### config.mk
export PLATFORM = sky130hd
export DESIGN_NAME = flash_host_ctrl
export DESIGN_NICKNAME = d
export VERILOG_FILES = /design/src/flash_host_pkg.sv /design/src/flash_host_ctrl.sv
export SDC_FILE = /design/constraint.sdc
export NUM_CORES = 1
export LEC_CHECK = 0
export BUFFER_PORTS_ARGS = -buffer_cell sky130_fd_sc_hd__buf_2
export CORE_ASPECT_RATIO = 0.8
export CORE_MARGIN = 2
export CORE_UTILIZATION = 47
export CTS_BUF_LIST = sky130_fd_sc_hd__clkbuf_4 sky130_fd_sc_hd__clkbuf_8
export DETAILED_ROUTE_END_ITERATION = 6
export GPL_ROUTABILITY_DRIVEN = 0
export HOLD_SLACK_MARGIN = 0.02
export PLACE_DENSITY = 0.78
export SYNTH_ARGS = -nofsm -noshare
export SYNTH_HDL_FRONTEND = slang
export SYNTH_SLANG_ARGS = --single-unit
### constraint.sdc
create_clock -name mclk -period 2 [get_ports mclk]
set_clock_uncertainty 0.1 [all_clocks]
set_input_delay 0.4 -clock mclk [delete_from_list [all_inputs] [get_ports mclk]]
set_output_delay 0.4 -clock mclk [all_outputs]
set_load 0.05 [all_outputs]
### src/flash_host_pkg.sv
// constants shared by the flash host controller
package flash_host_pkg;
  localparam int ADDR_W = 21;
  localparam int DATA_W = 8;
  localparam int SECTOR_COUNT = 32;
  localparam int SECTOR_LSB = 16;
  localparam int GROUP_SIZE = 4;
  localparam int GROUP_LSB = 18;
  localparam int ID_BYTE_SELECT_BIT = 0;
  localparam int PROTECT_VERIFY_BIT = 1;
  localparam int THIRD_ID_BIT = 6;
  localparam int POLLING_BIT = 7;
  localparam int TOGGLING_BIT = 6;
  localparam int CLK_PERIOD_NS = 8;
  localparam int STROBE_NS = 40;
  localparam int STROBE_CYC = (STROBE_NS + CLK_PERIOD_NS - 1) / CLK_PERIOD_NS;
  localparam int ACCESS_NS = 120;
  localparam int ACCESS_CYC = (ACCESS_NS + CLK_PERIOD_NS - 1) / CLK_PERIOD_NS;
  localparam int WAKE_NS = 500;
  localparam int WAKE_CYC = (WAKE_NS + CLK_PERIOD_NS - 1) / CLK_PERIOD_NS;
  localparam logic [1:0] OP_READ = 2'h0;
  localparam logic [1:0] OP_WRITE = 2'h1;
  localparam logic [1:0] OP_ID = 2'h2;
  localparam logic [1:0] OP_PROT_VERIFY = 2'h3;
endpackage : flash_host_pkg

### src/flash_host_ctrl.sv
// host side strobe controller for a byte wide sector flash
`timescale 1ns/1ps
module flash_host_ctrl
  import flash_host_pkg::*;
#(
  parameter int WAKE_CYCLES = WAKE_CYC
) (
  input wire logic mclk,
  input wire logic rst,
  input wire logic reqValid,
  input wire logic [1:0] reqOp,
  input wire logic [ADDR_W-1:0] reqAddr,
  input wire logic [DATA_W-1:0] reqData,
  input wire logic waitDone,
  input wire logic [DATA_W-1:0] dqIn,
  input wire logic readyBusyOutput,
  output logic reqReady,
  output logic rspValid,
  output logic [DATA_W-1:0] rspData,
  output logic [ADDR_W-1:0] flashAddr,
  output logic [DATA_W-1:0] dqOut,
  output logic dqOe_n,
  output logic chipSelect_n,
  output logic outputEnable_n,
  output logic writeEnable_n,
  output logic flashReset_n,
  output logic idModeHighVoltage,
  output logic opDone
);
  // the wake counter is 16 bits wide and must count at least one cycle
  if (WAKE_CYCLES < 1 || WAKE_CYCLES > 65535) begin : g_bad_wake
    $error("bad WAKE_CYCLES");
  end

  typedef enum logic [2:0] {
    ST_WAKE = 3'b000,
    ST_IDLE = 3'b001,
    ST_SETUP = 3'b010,
    ST_STROBE = 3'b011,
    ST_RECOVER = 3'b100,
    ST_POLL = 3'b101
  } state_e;

  state_e state_q;
  logic [15:0] cnt_q;
  logic [1:0] op_q;
  logic waitDone_q;
  logic [DATA_W-1:0] lastPoll_q;
  logic pollSeen_q;

  // count in cycles, cut to the counter width on purpose
  function automatic logic [15:0] cyc(input int n);
    cyc = 16'(n);
  endfunction : cyc

  // last cycle of a read strobe: data has settled for the full access time,
  // so the sample and the response pulse are both taken here
  function automatic logic readSampleNow(input state_e st, input logic [15:0] cnt,
                                         input logic [1:0] op);
    readSampleNow = st == ST_STROBE && cnt <= 16'h0001 && op != OP_WRITE;
  endfunction : readSampleNow

  // toggle bit equal on two successive reads: the device has stopped
  // its internal algorithm; one read alone cannot tell this
  function automatic logic toggleSteady(input logic [DATA_W-1:0] prev,
                                        input logic [DATA_W-1:0] now);
    toggleSteady = prev[TOGGLING_BIT] == now[TOGGLING_BIT];
  endfunction : toggleSteady

  // sequence: setup, strobe, recover, optional completion poll
  always_ff @(posedge mclk) begin
    if (rst) begin
      state_q <= ST_WAKE;
      cnt_q <= cyc(WAKE_CYCLES);
      op_q <= OP_READ;
      waitDone_q <= 1'b0;
      pollSeen_q <= 1'b0;
      lastPoll_q <= 8'h00;
    end else begin
      case (state_q)
        // device needs wake time after reset released
        ST_WAKE: begin
          if (cnt_q <= 16'h0001) state_q <= ST_IDLE;
          else cnt_q <= cnt_q - 16'h0001;
        end
        ST_IDLE: begin
          if (reqValid) begin
            op_q <= reqOp;
            waitDone_q <= waitDone && reqOp == OP_WRITE;
            state_q <= ST_SETUP;
          end
        end
        ST_SETUP: begin
          cnt_q <= cyc(op_q == OP_WRITE ? STROBE_CYC : ACCESS_CYC);
          state_q <= ST_STROBE;
        end
        ST_STROBE: begin
          if (cnt_q <= 16'h0001) state_q <= ST_RECOVER;
          else cnt_q <= cnt_q - 16'h0001;
        end
        ST_RECOVER: begin
          pollSeen_q <= 1'b0;
          // after a write with waitDone set, host holds off new commands until device finishes
          if (waitDone_q) state_q <= ST_POLL;
          else state_q <= ST_IDLE;
        end
        ST_POLL: begin
          // ready pin high and toggle bit steady means done
          if (readyBusyOutput && (!pollSeen_q || toggleSteady(lastPoll_q, dqIn))) begin
            if (pollSeen_q) state_q <= ST_IDLE;
          end
          pollSeen_q <= 1'b1;
          lastPoll_q <= dqIn;
        end
        default: state_q <= ST_IDLE;
      endcase
    end
  end

  // pin drive: we only in the strobe phase; oe in read strobe and poll; cs in setup, strobe and poll
  always_ff @(posedge mclk) begin
    if (rst) begin
      chipSelect_n <= 1'b1;
      outputEnable_n <= 1'b1;
      writeEnable_n <= 1'b1;
      dqOe_n <= 1'b1;
      dqOut <= 8'h00;
      flashAddr <= '0;
      idModeHighVoltage <= 1'b0;
      flashReset_n <= 1'b0; // reset low aborts device ops
    end else begin
      flashReset_n <= 1'b1;
      if (state_q == ST_IDLE && reqValid) begin
        flashAddr <= reqAddr; // latched by device on write
        dqOut <= reqData;
        // id and verify modes force select lines
        if (reqOp == OP_ID) begin
          flashAddr[PROTECT_VERIFY_BIT] <= 1'b0;
          flashAddr[THIRD_ID_BIT] <= 1'b0;
        end else if (reqOp == OP_PROT_VERIFY) begin
          flashAddr[ID_BYTE_SELECT_BIT] <= 1'b0;
          flashAddr[PROTECT_VERIFY_BIT] <= 1'b1;
          flashAddr[THIRD_ID_BIT] <= 1'b0;
        end
        idModeHighVoltage <= reqOp == OP_ID || reqOp == OP_PROT_VERIFY;
      end else if (state_q == ST_IDLE) begin
        idModeHighVoltage <= 1'b0;
      end
      chipSelect_n <= !(state_q == ST_SETUP || state_q == ST_STROBE || state_q == ST_POLL);
      // group protection needs high voltage on oe as well; this host never
      // lowers we while the id line is raised, so it cannot protect by accident
      writeEnable_n <= !(state_q == ST_STROBE && op_q == OP_WRITE);
      // oe only on reads so write and read never overlap
      outputEnable_n <= !((state_q == ST_STROBE && op_q != OP_WRITE) || state_q == ST_POLL);
      dqOe_n <= !((state_q == ST_SETUP || state_q == ST_STROBE) && op_q == OP_WRITE);
    end
  end

  // handshake and read data return
  always_ff @(posedge mclk) begin
    if (rst) begin
      reqReady <= 1'b0;
      rspValid <= 1'b0;
      rspData <= 8'h00;
      opDone <= 1'b0;
    end else begin
      reqReady <= state_q == ST_IDLE && !reqValid;
      rspValid <= readSampleNow(state_q, cnt_q, op_q);
      if (readSampleNow(state_q, cnt_q, op_q)) rspData <= dqIn;
      // completion reported once device is back in read mode
      opDone <= state_q == ST_POLL && pollSeen_q && readyBusyOutput &&
                toggleSteady(lastPoll_q, dqIn);
    end
  end
endmodule : flash_host_ctrl

==> impl_metrics.json <==
{
  "initial_core_util_pct": 47.70,
  "reg2reg_slack_ps": -220,
  "crit_fanout": 3,
  "synth_top_family_by_area": "simple AND/OR/NAND/NOR gates",
  "worst-r2r-cell-count": 5,
  "fin_crit_ps": 2222,
  "dp.cells": 517,
  "setup_viol": 23,
  "fmax_mhz": 450.0,
  "h-tree-depth": 3,
  "die-area_mm2": 0.006539,
  "crit_path_max_incr_delay_ps": 530,
  "portBuffers": 89,
  "wl_per_cell_um": 14.07,
  "synthCells": 333,
  "root_buffer": "clkbuf_8",
  "synth-main-ff-cell": "dfxtp_1",
  "synth.most_common_cell": "nand2_1",
  "coreArea_mm2": 0.005818,
  "chipHeight_um": 72.73,
  "stdcell_count": 541,
  "grt.total_usage_pct": 21.58,
  "power_mw": 2.511,
  "outcome": "complete, but fails checks",
  "synthAdderAreaFrac_pct": 0.9017,
  "muxShareOfSynthArea_pct": 1.488,
  "whs_path_depth": 3,
  "path_cells": "or4_4 > or4_4 > or3_1 > or3_1 > a21oi_2",
  "cp-end-kind": "flip-flop",
  "rsz0062_at_grt": "yes",
  "cp_slowest_cell": "or4_4",
  "wl_mm": 7.611,
  "dp_hpwl_mm": 4.791,
  "syn2layout_area_growth_pct": 44.14,
  "cp_num_buf_inv": 0,
  "path_delay_family": "simple AND/OR/NAND/NOR gates",
  "dr_total_vias": 2799,
  "maxCapViolations": 0,
  "die_x_um": 89.91,
  "ir_drop_mv": 0.6356,
  "hold_viol_final": 0,
  "design_area_mm2": 0.004000,
  "drt_iter0_drc": 230,
  "required_ps": 2180,
  "cts.path.max_buffers": 2,
  "fin_hold_ws_ps": 188.5,
  "cts_num_sinks": 70,
  "tightest_slew_ps": 404.2,
  "numCtsBuffers": 9,
  "synth-simple-area-share_pct": 27.73,
  "ys_seq_area_share_pct": 50.50,
  "critPathLaunchType": "flip-flop",
  "failed_checks": "negative setup slack",
  "clk_pin_slew_ps": 70,
  "hold_path.class": "input pin to flip-flop",
  "post-synth-top-area-cell": "dfxtp_1",
  "reg2reg_to": "cnt_q[9]",
  "arrival_ps": 2400,
  "syn-num-nets": 379,
  "slew_violations": 0,
  "n_fill_cell": 449,
  "grt_pass1_wl_mm": 11.41,
  "ios": 90,
  "synth_compound_area_share_pct": 13.98,
  "synthTopCellsByCount": "nand2_1, dfxtp_1, a21oi_1",
  "postRouteAntennaNets": 0,
  "grt_pass1_vias": 2408,
  "leakage_nw": 1.712,
  "ys_seq_elements": 70,
  "yosys_warnings": 0,
  "grt_overflow": 0,
  "detail_route.vias_per_cell": 5.174,
  "p_per_area_mw_per_mm2": 627.9,
  "tritoncts": "built",
  "synth_cell_type_count": 43,
  "synth-edff-count": 0,
  "path_class": "flip-flop to flip-flop",
  "post-place-ws_ps": -237.8,
  "final_core_util_pct": 68.75,
  "place_area_mm2": 0.003517,
  "drt_pass1_iterations": 4,
  "critPathLaunch": "cnt_q[0]",
  "worst_r2r_startpoint": "cnt_q[0]",
  "antenna_found_initial": 0,
  "antenna_cells": 0,
  "synth.area.top_cells": "dfxtp_1, nand2_1, a21oi_1",
  "insertion_delay_ps": 340,
  "worst_slack_ps": -222.5,
  "fin_crit_sh_pct": 111.1,
  "cp-endpoint": "cnt_q[9]",
  "yosysTopAreaCellShare_pct": 50.50,
  "syn_area_mm2": 0.002775,
  "drive_gt1_share_pct": 43.70,
  "synthArstFlopShare_pct": 0,
  "tns_ps": -1469,
  "max_slew_margin_pct": 73.02,
  "layout.nets": 501,
  "fp-row-count": 25,
  "synth.avg_cell_area_um2": 8.334,
  "synth_xor_area_share_pct": 2.209,
  "grt_max_degree": 34,
  "route.detailed.drc": 0,
  "cp.depth": 5
}
[final cells by class]
| type | count | area, um^2 | share of cell area (%) |
|---|---|---|---|
| clock buffers | 9 | 123.9 | 3.097 |
| clock inverters | 7 | 41.29 | 1.032 |
| inverters | 4 | 15.01 | 0.3754 |
| multi-input cells | 240 | 1519 | 37.97 |
| flip-flops and latches | 70 | 1411 | 35.28 |
| well taps | 81 | 101.3 | 2.534 |
| repair buffers | 130 | 788.3 | 19.71 |
[how the worst min path moves through the flow]
stage                 from             to  slack (ps)
3_3_place_gp    rspData[5]     rspData[5]         340
4_1_cts        reqAddr[13]  flashAddr[13]         180
6_report        reqAddr[8]   flashAddr[8]         190
5_1_grt         reqAddr[8]   flashAddr[8]         190
2_1_floorplan   waitDone_q     waitDone_q         330
3_5_place_dp    rspData[3]     rspData[3]         340
[worst reg2reg max path, delay by kind of cell (launching register included)]
kind	cells	cell delay, ps
DFF	1	330
AOI/OAI and AO/OA	1	120
and+or+nand+nor	4	1610
[cells in the final DEF, fill, tap and decap left out, types with 3 or more instances in the layout]
cell,n
nor2b_1,3
o211ai_1,5
dfxtp_1,62
nand3_1,5
inv_1,3
dfxtp_2,8
xor2_1,4
a21oi_2,6
nor3_1,4
a21oi_1,40
buf_4,34
o21ai_0,3
or4_4,5
nor2_1,15
buf_6,6
nand2_1,79
or3_1,5
nand2b_1,7
nand3_2,8
buf_2,89
or3_4,4
mux2i_1,3
clkbuf_8,9
clkinv_2,5
[flip-flops by register name, summed over array words and instances (netlist names), 2 cells and up]
register / cells
flashAddr: 21
cnt_q: 16
dqOut: 8
rspData: 8
state_q: 3
op_q: 2
[routing by layer]
metal | vias to the layer above | track usage [%] | part of all wire (%)
met2 | 82 | 33.50 | 47
met1 | 1319 | 29.73 | 46
met3 | 13 | 4.752 | 4.6
met5 | - | 0 | 0
li1 | 1385 | - | -
met4 | 0 | 8.547 | 1.6
[report_power, final]
part | switching, mW | total (mW) | leakage (nW) | internal (mW)
Combinational | 0.0740 | 0.142 | 1.06 | 0.0682
Sequential | 0.00555 | 1.41 | 0.566 | 1.40
Clock | 0.524 | 0.963 | 0.0885 | 0.440
Total | 0.603 | 2.51 | 1.71 | 1.91
[what timing repair did]
| item | CTS | global route |
|---|---|---|
| setup endpoints to repair | 27 | 27 |
| buffers inserted | 4 | 2 |
| gates cloned | 2 | 0 |
| gates resized for setup | 31 | 34 |
| hold buffers | 0 | 0 |
| pin swaps | 21 | 25 |
[cells by family (layout without fill, tap and decap cells)]
kind of cell             after synthesis  count (layout)
AND/OR/NAND/NOR                      159             159
AO/OA/AOI/OAI                         68              68
XOR/XNOR                               7               7
adder cells (fa/ha/maj)                2               2
multiplexers                           4               4
flip-flops                            70              70
buffers and inverters                 23             150
(Power assumes the default switching activity.)
